### src/logic/i2cas_pkg.sv
/*
 * Constants and types shared by the I2C target address select block.
 * Assumes an 8-bit conversion result of the strap divider, full scale = ratio 1.0.
 */
package i2cas_pkg;

    localparam int          NUM_PORTS      = 2;
    localparam int          STRAP_W        = 8;
    localparam int          CODE_W         = 3;

    // fixed upper nibble of the primary port address, bits 7..4 of the byte
    localparam logic [3:0]  PRI_ADDR_HI    = 4'h4;
    // 7-bit address of the secondary port, byte bits 7..1 = 0111000
    localparam logic [6:0]  SEC_ADDR       = 7'h38;

    // strap thresholds, ratio x 256, placed in the gaps between the decode bands
    localparam logic [7:0]  STRAP_TH_1     = 8'h31;  // 0.19
    localparam logic [7:0]  STRAP_TH_2     = 8'h64;  // 0.39
    localparam logic [7:0]  STRAP_TH_3     = 8'h97;  // 0.59
    localparam logic [2:0]  CODE_BAND_0    = 3'h0;
    localparam logic [2:0]  CODE_BAND_1    = 3'h1;
    localparam logic [2:0]  CODE_BAND_2    = 3'h2;
    localparam logic [2:0]  CODE_BAND_3    = 3'h3;

    localparam logic [3:0]  BITS_PER_BYTE  = 4'h8;
    localparam logic [3:0]  LAST_TX_BIT    = 4'h7;
    localparam logic [7:0]  BYTE_RST       = 8'h00;
    localparam logic [1:0]  PIN_IDLE       = 2'h3;

    typedef enum logic [3:0] {
        ST_IDLE,
        ST_ADDR,
        ST_ADDR_ACK,
        ST_SUB,
        ST_SUB_ACK,
        ST_WR,
        ST_WR_ACK,
        ST_RD,
        ST_RD_ACK
    } i2cas_state_t;

    function automatic logic [2:0] strap_decode(input logic [7:0] lvl);
        logic [2:0] c;
        c = CODE_BAND_3;
        if (lvl < STRAP_TH_1) begin
            c = CODE_BAND_0;
        end else if (lvl < STRAP_TH_2) begin
            c = CODE_BAND_1;
        end else if (lvl < STRAP_TH_3) begin
            c = CODE_BAND_2;
        end
        return c;
    endfunction

endpackage

### src/logic/i2cas_sync.sv
/*
 * Two-flop synchroniser for a group of pin levels.
 * Assumes inputs are quasi-static relative to i_clk; no glitch filtering here.
 */
`timescale 1ns/1ps
module i2cas_sync #(
    parameter int              W   = 2,
    parameter logic [W-1:0]    RST = '1
) (
    input  wire logic          i_clk,
    input  wire logic          i_rst,
    input  wire logic [W-1:0]  i_d,
    output logic      [W-1:0]  o_q
);
    logic [W-1:0] meta_r;

    always_ff @(posedge i_clk or posedge i_rst) begin
        if (i_rst) begin
            meta_r <= RST;
            o_q    <= RST;
        end else begin
            meta_r <= i_d;
            o_q    <= meta_r;
        end
    end
endmodule // i2cas_sync

### src/logic/i2cas_top.sv
/*
 * Two I2C target ports: strap-derived primary address, fixed secondary address,
 * per-port bit mask override, sub-address / data framing with clock stretching.
 * Assumes the strap conversion, firmware mask values and the command back end
 * live outside and share i_clk; bus pins are open drain with external pull-ups.
 */
// What this block does
// - no port answers the bus until boot has set its address
// - primary port address uses a three-bit code decoded from the strap level
// - primary address byte is 0100, strap code in bits 3..1, direction bit 0
// - strap ratio bands map to codes 000, 001, 010, 011
// - secondary port answers fixed address 0111000 with direction in bit 0
// - each address bit maskable per port, independent override of the other port
// - sub-address byte selects a command; following bytes written or read
// - address, sub-address and data phases keep SMBus-style framing
// - matching address is acknowledged by holding data low through ack clock
// - clock held low after each byte until back end ready
`timescale 1ns/1ps
module i2cas_top #(
    parameter int NP = i2cas_pkg::NUM_PORTS
) (
    input  wire logic                                  i_clk,
    input  wire logic                                  i_rst,
    input  wire logic [i2cas_pkg::STRAP_W-1:0]         i_strap_level,
    input  wire logic                                  i_strap_valid,
    input  wire logic                                  i_boot_done,
    input  wire logic [7*NP-1:0]                       i_addr_mask,
    input  wire logic [7*NP-1:0]                       i_addr_ovr,
    input  wire logic [NP-1:0]                         i_scl,
    input  wire logic [NP-1:0]                         i_sda,
    output wire logic [NP-1:0]                         o_scl,
    output wire logic [NP-1:0]                         o_scl_oe_n,
    output wire logic [NP-1:0]                         o_sda,
    output wire logic [NP-1:0]                         o_sda_oe_n,
    input  wire logic [NP-1:0]                         i_ready,
    input  wire logic [8*NP-1:0]                       i_rd_data,
    output wire logic [8*NP-1:0]                       o_sub,
    output wire logic [NP-1:0]                         o_sub_stb,
    output wire logic [8*NP-1:0]                       o_wr_data,
    output wire logic [NP-1:0]                         o_wr_stb,
    output wire logic [NP-1:0]                         o_rd_stb,
    output wire logic [NP-1:0]                         o_port_en,
    output logic      [i2cas_pkg::CODE_W-1:0]          o_strap_code
);

    ////////////////////////////////////////////////////////////////////////////
    // boot: strap capture

    logic strap_done_r;

    always_ff @(posedge i_clk or posedge i_rst) begin
        if (i_rst) begin
            strap_done_r <= 1'b0;
            o_strap_code <= i2cas_pkg::CODE_BAND_0;
        end else if (i_strap_valid && !strap_done_r) begin
            strap_done_r <= 1'b1;
            o_strap_code <= i2cas_pkg::strap_decode(i_strap_level);
        end
    end

    ////////////////////////////////////////////////////////////////////////////
    // pin synchronisers, scl and sda of every port

    logic [2*NP-1:0] pins_q;

    i2cas_sync #(.W(2*NP), .RST('1)) u_sync (
        .i_clk (i_clk),
        .i_rst (i_rst),
        .i_d   ({i_scl, i_sda}),
        .o_q   (pins_q)
    );

    // open drain: only ever pull low
    assign o_scl = '0;
    assign o_sda = '0;

    ////////////////////////////////////////////////////////////////////////////
    // per-port target engine

    for (genvar p = 0; p < NP; p++) begin : g_port
        logic [6:0]              base_addr;
        logic [6:0]              my_addr;
        logic [6:0]              mask;
        logic                    en;
        logic                    scl_q;
        logic                    sda_q;
        logic [1:0]              prev_r;
        logic                    scl_rise;
        logic                    scl_fall;
        logic                    start_c;
        logic                    stop_c;
        logic                    byte_end;
        i2cas_pkg::i2cas_state_t st_r;
        logic [7:0]              sh_r;
        logic [3:0]              cnt_r;
        logic                    rw_r;
        logic                    mack_r;
        logic                    hold_r;
        logic                    sda_oe_n_r;
        logic [7:0]              sub_r;
        logic [7:0]              wdat_r;
        logic                    sub_stb_r;
        logic                    wr_stb_r;
        logic                    rd_stb_r;

        if (p == 0) begin : g_pri
            assign base_addr = {i2cas_pkg::PRI_ADDR_HI, o_strap_code};
            assign en        = strap_done_r && i_boot_done;
        end else begin : g_sec
            assign base_addr = i2cas_pkg::SEC_ADDR;
            assign en        = i_boot_done;
        end

        assign mask     = i_addr_mask[7*p +: 7];
        assign my_addr  = (base_addr & ~mask) | (i_addr_ovr[7*p +: 7] & mask);
        assign scl_q    = pins_q[NP + p];
        assign sda_q    = pins_q[p];
        assign scl_rise = scl_q && !prev_r[1];
        assign scl_fall = !scl_q && prev_r[1];
        assign start_c  = scl_q && prev_r[1] && !sda_q && prev_r[0];
        assign stop_c   = scl_q && prev_r[1] && sda_q && !prev_r[0];
        assign byte_end = scl_fall && (cnt_r == i2cas_pkg::BITS_PER_BYTE);

        always_ff @(posedge i_clk or posedge i_rst) begin
            if (i_rst) begin
                prev_r <= i2cas_pkg::PIN_IDLE;
            end else begin
                prev_r <= {scl_q, sda_q};
            end
        end

        // framing state machine; shifter, bit count and line drive move with it
        always_ff @(posedge i_clk or posedge i_rst) begin
            if (i_rst) begin
                st_r       <= i2cas_pkg::ST_IDLE;
                sh_r       <= i2cas_pkg::BYTE_RST;
                cnt_r      <= '0;
                rw_r       <= 1'b0;
                mack_r     <= 1'b0;
                hold_r     <= 1'b0;
                sda_oe_n_r <= 1'b1;
                sub_r      <= i2cas_pkg::BYTE_RST;
                wdat_r     <= i2cas_pkg::BYTE_RST;
                sub_stb_r  <= 1'b0;
                wr_stb_r   <= 1'b0;
                rd_stb_r   <= 1'b0;
            end else begin
                sub_stb_r <= 1'b0;
                wr_stb_r  <= 1'b0;
                rd_stb_r  <= 1'b0;
                if (!en || stop_c) begin
                    st_r       <= i2cas_pkg::ST_IDLE;
                    hold_r     <= 1'b0;
                    sda_oe_n_r <= 1'b1;
                end else if (start_c) begin  // repeated start allowed anywhere
                    st_r       <= i2cas_pkg::ST_ADDR;
                    cnt_r      <= '0;
                    hold_r     <= 1'b0;
                    sda_oe_n_r <= 1'b1;
                end else if (hold_r) begin
                    if (i_ready[p]) begin
                        hold_r     <= 1'b0;
                        sda_oe_n_r <= 1'b1;
                        cnt_r      <= '0;
                        case (st_r)
                            i2cas_pkg::ST_ADDR_ACK: begin
                                st_r <= rw_r ? i2cas_pkg::ST_RD : i2cas_pkg::ST_SUB;
                                if (rw_r) begin
                                    sh_r       <= i_rd_data[8*p +: 8];
                                    sda_oe_n_r <= i_rd_data[8*p+7];
                                    rd_stb_r   <= 1'b1;
                                end
                            end
                            i2cas_pkg::ST_SUB_ACK,
                            i2cas_pkg::ST_WR_ACK: begin
                                st_r <= i2cas_pkg::ST_WR;
                            end
                            i2cas_pkg::ST_RD_ACK: begin
                                // controller nack ends the read, line stays free
                                st_r <= mack_r ? i2cas_pkg::ST_RD : i2cas_pkg::ST_IDLE;
                                if (mack_r) begin
                                    sh_r       <= i_rd_data[8*p +: 8];
                                    sda_oe_n_r <= i_rd_data[8*p+7];
                                    rd_stb_r   <= 1'b1;
                                end
                            end
                            default: begin
                                st_r <= i2cas_pkg::ST_IDLE;
                            end
                        endcase
                    end
                end else begin
                    case (st_r)
                        i2cas_pkg::ST_ADDR,
                        i2cas_pkg::ST_SUB,
                        i2cas_pkg::ST_WR: begin
                            if (scl_rise) begin
                                sh_r  <= {sh_r[6:0], sda_q};
                                cnt_r <= cnt_r + 4'h1;
                            end else if (byte_end) begin
                                if (st_r == i2cas_pkg::ST_ADDR) begin
                                    if (sh_r[7:1] == my_addr) begin
                                        st_r       <= i2cas_pkg::ST_ADDR_ACK;
                                        sda_oe_n_r <= 1'b0;
                                        rw_r       <= sh_r[0];
                                    end else begin
                                        st_r <= i2cas_pkg::ST_IDLE;
                                    end
                                end else if (st_r == i2cas_pkg::ST_SUB) begin
                                    st_r       <= i2cas_pkg::ST_SUB_ACK;
                                    sda_oe_n_r <= 1'b0;
                                    sub_r      <= sh_r;
                                    sub_stb_r  <= 1'b1;
                                end else begin
                                    st_r       <= i2cas_pkg::ST_WR_ACK;
                                    sda_oe_n_r <= 1'b0;
                                    wdat_r     <= sh_r;
                                    wr_stb_r   <= 1'b1;
                                end
                            end
                        end
                        i2cas_pkg::ST_RD: begin
                            if (scl_fall) begin
                                cnt_r <= cnt_r + 4'h1;
                                sh_r  <= {sh_r[6:0], 1'b0};
                                if (cnt_r == i2cas_pkg::LAST_TX_BIT) begin
                                    st_r       <= i2cas_pkg::ST_RD_ACK;
                                    sda_oe_n_r <= 1'b1;
                                end else begin
                                    sda_oe_n_r <= sh_r[6];
                                end
                            end
                        end
                        i2cas_pkg::ST_ADDR_ACK,
                        i2cas_pkg::ST_SUB_ACK,
                        i2cas_pkg::ST_WR_ACK,
                        i2cas_pkg::ST_RD_ACK: begin
                            if (scl_rise) begin
                                mack_r <= !sda_q;
                            end else if (scl_fall) begin
                                hold_r <= 1'b1;
                            end
                        end
                        default: begin
                            sda_oe_n_r <= 1'b1;
                        end
                    endcase
                end
            end
        end

        // hold_r rises on the synchronised fall, so scl is already low
        assign o_scl_oe_n[p]     = !hold_r;
        assign o_sda_oe_n[p]     = sda_oe_n_r;
        assign o_sub[8*p +: 8]   = sub_r;
        assign o_wr_data[8*p +: 8] = wdat_r;
        assign o_sub_stb[p]      = sub_stb_r;
        assign o_wr_stb[p]       = wr_stb_r;
        assign o_rd_stb[p]       = rd_stb_r;
        assign o_port_en[p]      = en;

    end
endmodule // i2cas_top

### config.mk
export PLATFORM = sky130hd
export DESIGN_NAME = i2cas_top
export DESIGN_NICKNAME = d
export VERILOG_FILES = /design/src/logic/i2cas_pkg.sv /design/src/logic/i2cas_sync.sv /design/src/logic/i2cas_top.sv
export SDC_FILE = /design/constraint.sdc
export NUM_CORES = 1
export LEC_CHECK = 0
export CAP_MARGIN = 20
export CORE_AREA = 2 2 103 105
export DETAILED_ROUTE_END_ITERATION = 8
export DIE_AREA = 0 0 105 107
export DONT_BUFFER_PORTS = 1
export PLACE_DENSITY = 0.7
export SLEW_MARGIN = 30
export SYNTH_ARGS = -nofsm -noshare
export SYNTH_HDL_FRONTEND = slang
export SYNTH_SLANG_ARGS = --single-unit
export TNS_END_PERCENT = 100
### constraint.sdc
create_clock -name i_clk -period 3.6 [get_ports i_clk]
set_input_delay 0.18 -clock i_clk [delete_from_list [all_inputs] [get_ports i_clk]]
set_output_delay 0.18 -clock i_clk [all_outputs]
set_load 0.05 [all_outputs]
-- Word-level counts from Yosys, hierarchy flattened
Cells that the tools add are included.
- register bits: 94
- latch bits: 0
- RAM bits: 0
- bits in read-only memories: 0
- bits of input ports: 62
- output and inout bits: 51
- logic and storage cells: 318
- memories kept: 0
- $add $sub $neg: 2
- $mul: 0
- divide/modulo/power cells: 0
- order comparisons: 3
- equal/unequal tests: 54
- shift operators: 0
- muxes and demuxes: 149
- bitwise operators: 19
- reductions and logical operators: 61
- operators with widths (operator ; count):
    two-way mux 4 bit ; 28
    two-way mux 8 bit ; 12
    two-way mux 1 bit ; 83
    case mux 8 bit (2 select lines) ; 4
    AND reduction 8 bit ; 6
    == test 4 x 3 -> 1 bit, second input constant ; 10
    != test 5 bit, second input constant ; 8
    case mux 4 bit (2 select lines) ; 4
    != test 3 bit, second input constant ; 10
    != test 4 bit, second input constant ; 6
    AND reduction 6 bit ; 4
    AND reduction 5 bit ; 4
    logical AND 1 bit ; 18
    case mux 3 bit (3 select lines) ; 2
    AND reduction 9 bit ; 2
    == test 4 x 2 -> 1 bit, second input constant ; 4
    == test 4 bit, second input constant ; 4
    bitwise AND 7 bit ; 2
    == test 7 bit ; 2
    logical NOT 1 bit ; 13
    two-way mux 2 bit ; 6
    two-way mux 3 bit ; 4
    != test 6 bit, second input constant ; 2
    inverter 1 bit ; 12
    22 further kinds ; 38

-- Longest topological paths before layout
Gate-level depths: netlist of run 1.
- depth after elaboration: 12
- mapped depth: 8

-- Hierarchy
Synthesis of run 1 repeated with hierarchy kept, for this count alone.
- cells, all modules: 529
- area total of the unflattened synthesis: 4966.0 um2
- modules (own cells, without submodules) (module ; times used ; cells each ; area an instance (um2) ; sequential area each (um2)):
    i2cas_top ; 1 ; 520 ; 4752.1 ; 2134.5
    i2cas_sync ; 1 ; 9 ; 214.0 ; 210.2

-- Worst setup path after synthesis of run 1
Ideal clock, no wire load.
- path kind: reg2reg
- start: register u_sync.o_q[0]
- end: register g_port[0].rw_r
- library setup time: 128 ps
- arrival time: 2095 ps
- slack: 1377 ps
- cell stages (with the launch flop): 6
- buffers on the path: 0
- path through: dfstp_2 > nand4b_2 > nand4_4 > or4_4 > nor4b_4 > mux2_1
- longest elaborated chain between the ends: 5
- RTL lines (element ; RTL line ; source):
    start: declaration ; i2cas_sync.sv:13 ; output logic [W-1:0] o_q
    start signal: assignment ; i2cas_sync.sv:23 ; o_q <= meta_r;
    logical AND 1 bit / logical NOT 1 bit (equally long branches) ; i2cas_top.sv:121, i2cas_top.sv:120 ;
    logical AND 1 bit, on equally long branches ; i2cas_top.sv:121, i2cas_top.sv:120 ;
    logical OR 1 bit / logical AND 1 bit (equally long branches) ; i2cas_top.sv:151, i2cas_top.sv:120 ;
    inverter 1 bit (no source line) ; -- ;
    AND reduction 8 bit (no source line) * ; -- ;
    end signal: assignment ; i2cas_top.sv:205 ; rw_r <= sh_r[0];
    end: declaration ; i2cas_top.sv:96 ; logic rw_r;
Every way passes the cells marked *; elsewhere a longest branch is shown, timed or not.
A chain may end at the register's enable or synchronous reset.

-- Worst setup path after layout of run 1
- start: register g_port[0].hold_r
- end: register g_port[0].sda_oe_n_r
- longest elaborated chain between the ends: 3
- RTL lines (element ; RTL line ; source):
    start: declaration ; i2cas_top.sv:98 ; logic hold_r;
    start signal: assignment ; i2cas_top.sv:140 ; hold_r <= 1'b0;
    start signal: assignment ; i2cas_top.sv:153 ; hold_r <= 1'b0;
    start signal: assignment ; i2cas_top.sv:158 ; hold_r <= 1'b0;
    branches (longest 3 deep; another with != test 6 bit) ; -- ;
    end signal: assignment ; i2cas_top.sv:170 ; sda_oe_n_r <= i_rd_data[8*p+7];
    end signal: assignment ; i2cas_top.sv:183 ; sda_oe_n_r <= i_rd_data[8*p+7];
    end signal: assignment ; i2cas_top.sv:230 ; sda_oe_n_r <= sh_r[6];
    end: declaration ; i2cas_top.sv:99 ; logic sda_oe_n_r;
Several ways; the timed one is not identified.

==> results of run 1 <==
area by class of cell:
| cell class | count | area (um2) |
|---|---|---|
| multi-input combinational | 335 | 2300 |
| inverter | 14 | 56.3 |
| clock buffer | 9 | 124 |
| fill | 918 | 4860 |
| tap | 136 | 170 |
| timing repair buffer | 18 | 173 |
| sequential | 93 | 2340 |
| clock inverter | 7 | 62.6 |
worst max-delay path, cell delays in order, from the launching register on:
cell	delay, ns
dfrtp_1	0.88
clkinv_1	0.39
or3_1	0.52
nor4b_1	0.18
mux2_2	0.28
nor3_1	0.19
power by group:
part           switching, uW  leakage, uW  total [uW]  internal, uW
clock network            411    0.0000984         680           269
logic                    270      0.00102         479           209
registers                186      0.00121        1350          1170
what timing repair did:
item	CTS	global route
endpoints found under the setup margin	0	0
hold buffers	14	1
gates resized for setup	0	0
hold endpoints to repair	66	1
routing by layer:
layer  global-route usage (%)  part of all wire [%]  vias to the layer above
li1                         -                     -                     1656
met1                     24.5                    42                     1714
met2                     32.8                    49                      150
met3                     5.53                   6.9                       18
met4                     6.19                   1.7                        0
met5                        0                     0                        -
synth_stat cells, types with 11 or more instances:
master / count / area share (%)
a21oi_1: 24 / 2.5
buf_4: 16 / 2.5
dfrtp_1: 79 / 41
dfstp_2: 14 / 7.5
mux2_1: 23 / 5.3
mux2_2: 16 / 3.7
mux2i_1: 19 / 3.9
nand2_1: 43 / 3.3
nand2b_1: 12 / 1.5
nand3_1: 14 / 1.4
nor2_1: 33 / 2.5
o21ai_0: 22 / 2.3
o21ai_1: 12 / 1.2
xor2_1: 11 / 2.0
path summary, 6_finish.rpt:
check / startpoint / endpoint / slack, ns / depth (start not counted)
max in group asynchronous: i_rst / g_port[1].sda_oe_n_r / 2.26 / 3
min in group asynchronous: i_rst / g_port[0].cnt_r[1] / 0.44 / 2
hold reg to reg: u_sync.meta_r[0] / u_sync.o_q[0] / 0.36 / 0
hold / removal: i_rd_data[8] / g_port[1].sh_r[0] / 0.009 / 2
setup reg to reg: g_port[0].hold_r / g_port[0].sda_oe_n_r / 1.09 / 5
setup / recovery: g_port[0].hold_r / g_port[0].sda_oe_n_r / 1.09 / 5
layout by cell type (no fill, tap or decap), types with 4 or more instances in the layout:
| cell type | count |
|---|---|
| o21ai_0 | 22 |
| and2_1 | 4 |
| a31oi_1 | 10 |
| dlygate4sd3_1 | 15 |
| nand2b_1 | 12 |
| dfrtp_1 | 79 |
| conb_1 | 5 |
| mux2_2 | 16 |
| xnor2_1 | 9 |
| nor2_1 | 33 |
| inv_1 | 9 |
| nand2_1 | 43 |
| nand3b_1 | 4 |
| nand4_1 | 4 |
| dfstp_2 | 14 |
| a21oi_1 | 24 |
| nor3_1 | 7 |
| ha_1 | 4 |
| o21ai_1 | 12 |
| mux2i_1 | 19 |
| nand3_1 | 14 |
| nor2b_1 | 4 |
| clkbuf_8 | 9 |
| xor2_1 | 11 |
| mux2_1 | 23 |
registers in the layout, indices dropped and copies added (netlist names), 4 cells and up:
name / flops
g_port.sh_r: 16
g_port.st_r: 8
g_port.wdat_r: 16
g_port.prev_r: 4
g_port.sub_r: 16
g_port.cnt_r: 8
u_sync.meta_r: 4
u_sync.o_q: 4
logic make-up (layout without fill, tap and decap cells):
logic type	count (synthesis)	in the layout	share of synthesized area, %
and+or+nand+nor	152	152	17.3
AOI/OAI and AO/OA	96	96	12.0
DFF	93	93	48.1
muxes	58	58	12.9
buffers and inverters	43	48	5.03
xor gates and xnor gates	20	20	3.59
adders and majority gates	4	4	1.03
other	1	5	0.0769
per-stage QoR:
step	total power [uW]	cell area, um2	utilization, %	setup WS [ns]	hold WS, ns
after global routing	2660	5230	51.8	0.911	0.0107
after floorplan	1720	4890	-	1.02	0.184
final	2510	5230	51.8	1.09	0.00898
after CTS	2540	5220	51.7	1.10	0.00340
after global placement	1800	4890	48.5	1.18	0.185
after detailed placement	1830	4890	48.5	1.13	0.185
==> impl_results.md, run 1 <==
* Placed insts at 581
* Number of global-route vias before repair at 3573
* Pin count of the biggest net entering global routing at 64
* Final Setup Violations at 0
* Area delta synth->final at 7.29%
* # Post-CTS Setup Buffers at 0
* Seq cells post-synth at 93
* RSZ-0062 raised after global routing: no
* Worst-Skew Late Latency at roughly 0.37 ns
* Routed WL at 10.4 mm
* Share of layout cells above drive strength 1 at around 13%
* Synth cell types at 68
* Outcome: completed
* Leak pwr at 0.00233 uW
* Fin. max-slew vios at 0
* Sequential share of the synthesized area at 48.1%
* Worst setup EP type: flip-flop
* Fin Clk Skew at 0.0168 ns
* Final global-route overflow total at 0
* Max Cap Viol at 0
* CTS tree: yes
* Worst-margin pin slew at 0.802 ns
* Port Buffer Count at 0
* Vias at 3538
* Routability congestion estimate at approximately 0.95
* Fin. Hold Viols at 0
* Pwr Density at 480 nW/um2
* Minimum clock period at about 2.5 ns
* # rows at 37
* DP Wirelength at 7.46 mm
* Initial drt markers at 161
* Post-synthesis cell count at 467
* Hold Path Class: input pin to flip-flop
* CTS clock-pin slew for the worst setup and hold paths at 0.10 ns
* IO Count at about 110
* First-pass GRT wire length at ~18 mm
* Max Root-Sink Buffers at 2
* Achievable Freq at about 400 MHz
* Root buffer cell: clkbuf_8
* # H-tree levels at 3
* Nets at between 500 and 600
* Final ANT Viol Nets at 0
* Post-synth ARST share at 100%
* # DRC at 0
* Relative slew slack at 46.5%
* Synth warn at 0
* Vias per cell at 5.78
* Startpoint Class: flip-flop
* WS Path Type: flip-flop to flip-flop
* Die ar. at approximately 11000 um2
* Fin cells at 612
* Die Y-Extent at between 100 and 150 um
* Drt pass-1 iters at 4
* CTS Buf Count at 9
* Setup TNS at 0 ns
* Final period util at a little over two thirds
* N_diodes at 0
* Primary FF master, synth: dfrtp_1
* Routed WL per cell at 17.0 um
* VDD IR max at 0.209 mV
* Post-synth EDFFs at 0
* Die W at 105 um
* Initial antenna violation count at 0
* Synthesized cell area at ~4900 um2
* Crit Path Max Fanout at 21
* Worst EP required at 3.89 ns
* Core ar. at 10100 um2
* Worst EP arrival at 2.79 ns
* CTS sink cnt at 93
* Syn_area_per_cell at 10.4 um2
* Initial Util at between 40% and 50%
* Overall Global Routing Usage at ~20%
(Power assumes the default switching activity.)
==> run 2: changes to the inputs <==
- clock period: 3.6 -> 2.6 ns (I/O delays scaled with it)
==> run 2 against run 1 <==
Net effect:
- sequential power grew 36%
- non-clock buffer count grew 23
- flip-flop and latch count is the same
- final area grew 5.0%
- critical endpoint is now g_port[0].rw_r
- setup slack lost 0.82 ns
- total power grew 46%
- critical path type unchanged
==> impl_results.md, run 2 (synthesis gave the netlist of run 1 again) <==
* Setup TNS at 0 ns
* Pin count of the biggest net entering global routing at 56
* Worst reg2reg startpoint: u_sync.o_q[0]
* Hold Startpoint: i_strap_level[7]
* Crit. path cell count at 5
* Post-CTS Resized at 0
* Relative slew slack at roughly 55%
* Hold Path Class: input pin to flip-flop
* Worst-Skew Late Latency at 0.36 ns
* VDD IR max at slightly below 0.4 mV
* Pwr Density at 669 nW/um2
* R2R Setup Slk at about 0.27 ns
* # DRC at 0
* Leading cell type in the layout, fill and taps excluded: dfrtp_1
* CTS tree: yes
* Worst-margin pin slew at 0.664 ns
* Pwr Total at 3670 uW
* Fin Clk Skew at around 0.0098 ns
* # Post-CTS Setup Buffers at 0
* Initial drt markers at 155
* Hold buffer count at cts at 27
* Reg2reg path depth at 5
* IO Count at 113
* Drt pass-1 iters at 4
* Die W at 105 um
* Achievable Freq at 430 MHz
* Final global-route overflow total at 0
* Nets at 560
* Slowest stage delay, CP at 0.61 ns
* Die ar. at 11200 um2
* DP Wirelength at 7.52 mm
* Most frequent cells in the layout: dfrtp_1, nand2_1, nor2_1, dlygate4sd3_1, a21oi_1
* Max Root-Sink Buffers at 2
* Die Y-Extent at about 110 um
* Slowest cell on crit path: or4_4
* Outcome: completed
* Cells along the critical path: nand4b_2, nand4_4, or4_4, nor4b_4, mux2_1
* Hold Path Depth at 2
* Share of layout cells above drive strength 1 at 15.0%
* Startpoint Class: flip-flop
* Initial antenna violation count at 0
* Vias at 3598
* Number of global-route vias before repair at 3581
* # rows at 37
* Fin. max-slew vios at 0
* Worst EP arrival at 2.57 ns
* N_diodes at 0
* Port Buffer Count at 0
* Final ANT Viol Nets at 0
* WS Path Type: flip-flop to flip-flop
* Reg2reg end: g_port[0].rw_r
* Final Setup Violations at 0
* First-pass GRT wire length at 17.7 mm
* Routed WL at 10.6 mm
* CP bufs+invs at 0
* Top Family by Delay on Critical Path: simple AND/OR/NAND/NOR gates
* Final period util at 89.5%
* CTS sink cnt at 93
* Initial Util at between 40% and 50%
* Core ar. at 10100 um2
* CTS Buf Count at 9
* RSZ-0062 raised after global routing: no
* Worst EP required at 2.85 ns
* Vias per cell at 5.67
* Fin. Hold Viols at 0
* Hold Path End: o_strap_code[0]
* Minimum clock period at 2.33 ns
* Routability congestion estimate at 0.899
* Root buffer cell: clkbuf_8
* Max Cap Viol at 0
* Regs by FF count: g_port.sh_r x16, g_port.sub_r x16, g_port.wdat_r x16
* Fillers at 899
* Overall Global Routing Usage at 19.6%
* Leak pwr at 0.00246 uW
* Worst setup EP type: flip-flop
* CTS clock-pin slew for the worst setup and hold paths at 0.09 ns
* Routed WL per cell at ~17 um
* Area delta synth->final at 12.6%
* # H-tree levels at 3
* Crit Path Max Fanout at 7
## run 2: cell count changes in the layout (fill, tap and decap cells not counted)
cell / before / now
dlygate4sd3_1: 15 / 27
buf_4: 3 / 13
bufinv_16: 0 / 2
clkinvlp_4: 0 / 2
inv_8: 2 / 0
buf_12: 0 / 1
clkbuf_8: 9 / 10
clkinv_2: 2 / 1
clkinv_4: 1 / 0
inv_6: 3 / 2
## run 2: worst max path at each step
stage | to | slack (ns) | startpoint
2_1_floorplan | g_port[0].cnt_r[0] | 0.07 | i_rst
3_3_place_gp | g_port[0].rw_r | 0.32 | u_sync.o_q[0]
3_5_place_dp | g_port[0].rw_r | 0.30 | u_sync.o_q[0]
4_1_cts | g_port[0].rw_r | 0.27 | u_sync.o_q[0]
5_1_grt | g_port[0].rw_r | 0.17 | u_sync.o_q[0]
6_report | g_port[0].rw_r | 0.27 | u_sync.o_q[0]
## run 2: per-layer routing
layer	up-vias	global-route usage [%]	wire length [um]
li1	1703	-	-
met1	1747	25.2	4530
met2	138	32.8	5170
met3	10	5.65	767
met4	0	4.86	121
met5	-	0	0
## run 2: area by class of cell
class	instances	area (um2)	area share (%)
repair buffers	41	388	7.07
multi-input cells	335	2300	41.9
well taps	136	170	3.10
flip-flops and latches	93	2340	42.7
inverters	14	56.3	1.03
clock inverters	6	92.6	1.69
clock buffers	10	138	2.51
## run 2: stage by stage
step           setup slack, ns  util, %  hold WS [ns]  instances  instance area [um2]
2_1_floorplan           0.0729        -         0.134        471                 4890
4_1_cts                  0.268     54.4       0.00236        635                 5490
5_1_grt                  0.166     54.4        0.0163        635                 5490
3_3_place_gp             0.318     49.4        0.0634        592                 4990
6_report                 0.273     54.4       0.00981        635                 5490
3_5_place_dp             0.296     49.4        0.0683        592                 4990
## run 2: report_power, final
part	internal, uW	leakage, uW	switching (uW)
clock network	575	0.000110	539
logic	316	0.00114	403
registers	1610	0.00121	226
## run 2: worst register-to-register path: stages, from the launching register on
cell      delay, ns
dfstp_2        0.59
nand4b_2       0.21
nand4_4        0.16
or4_4          0.61
nor4b_4        0.30
mux2_1         0.34
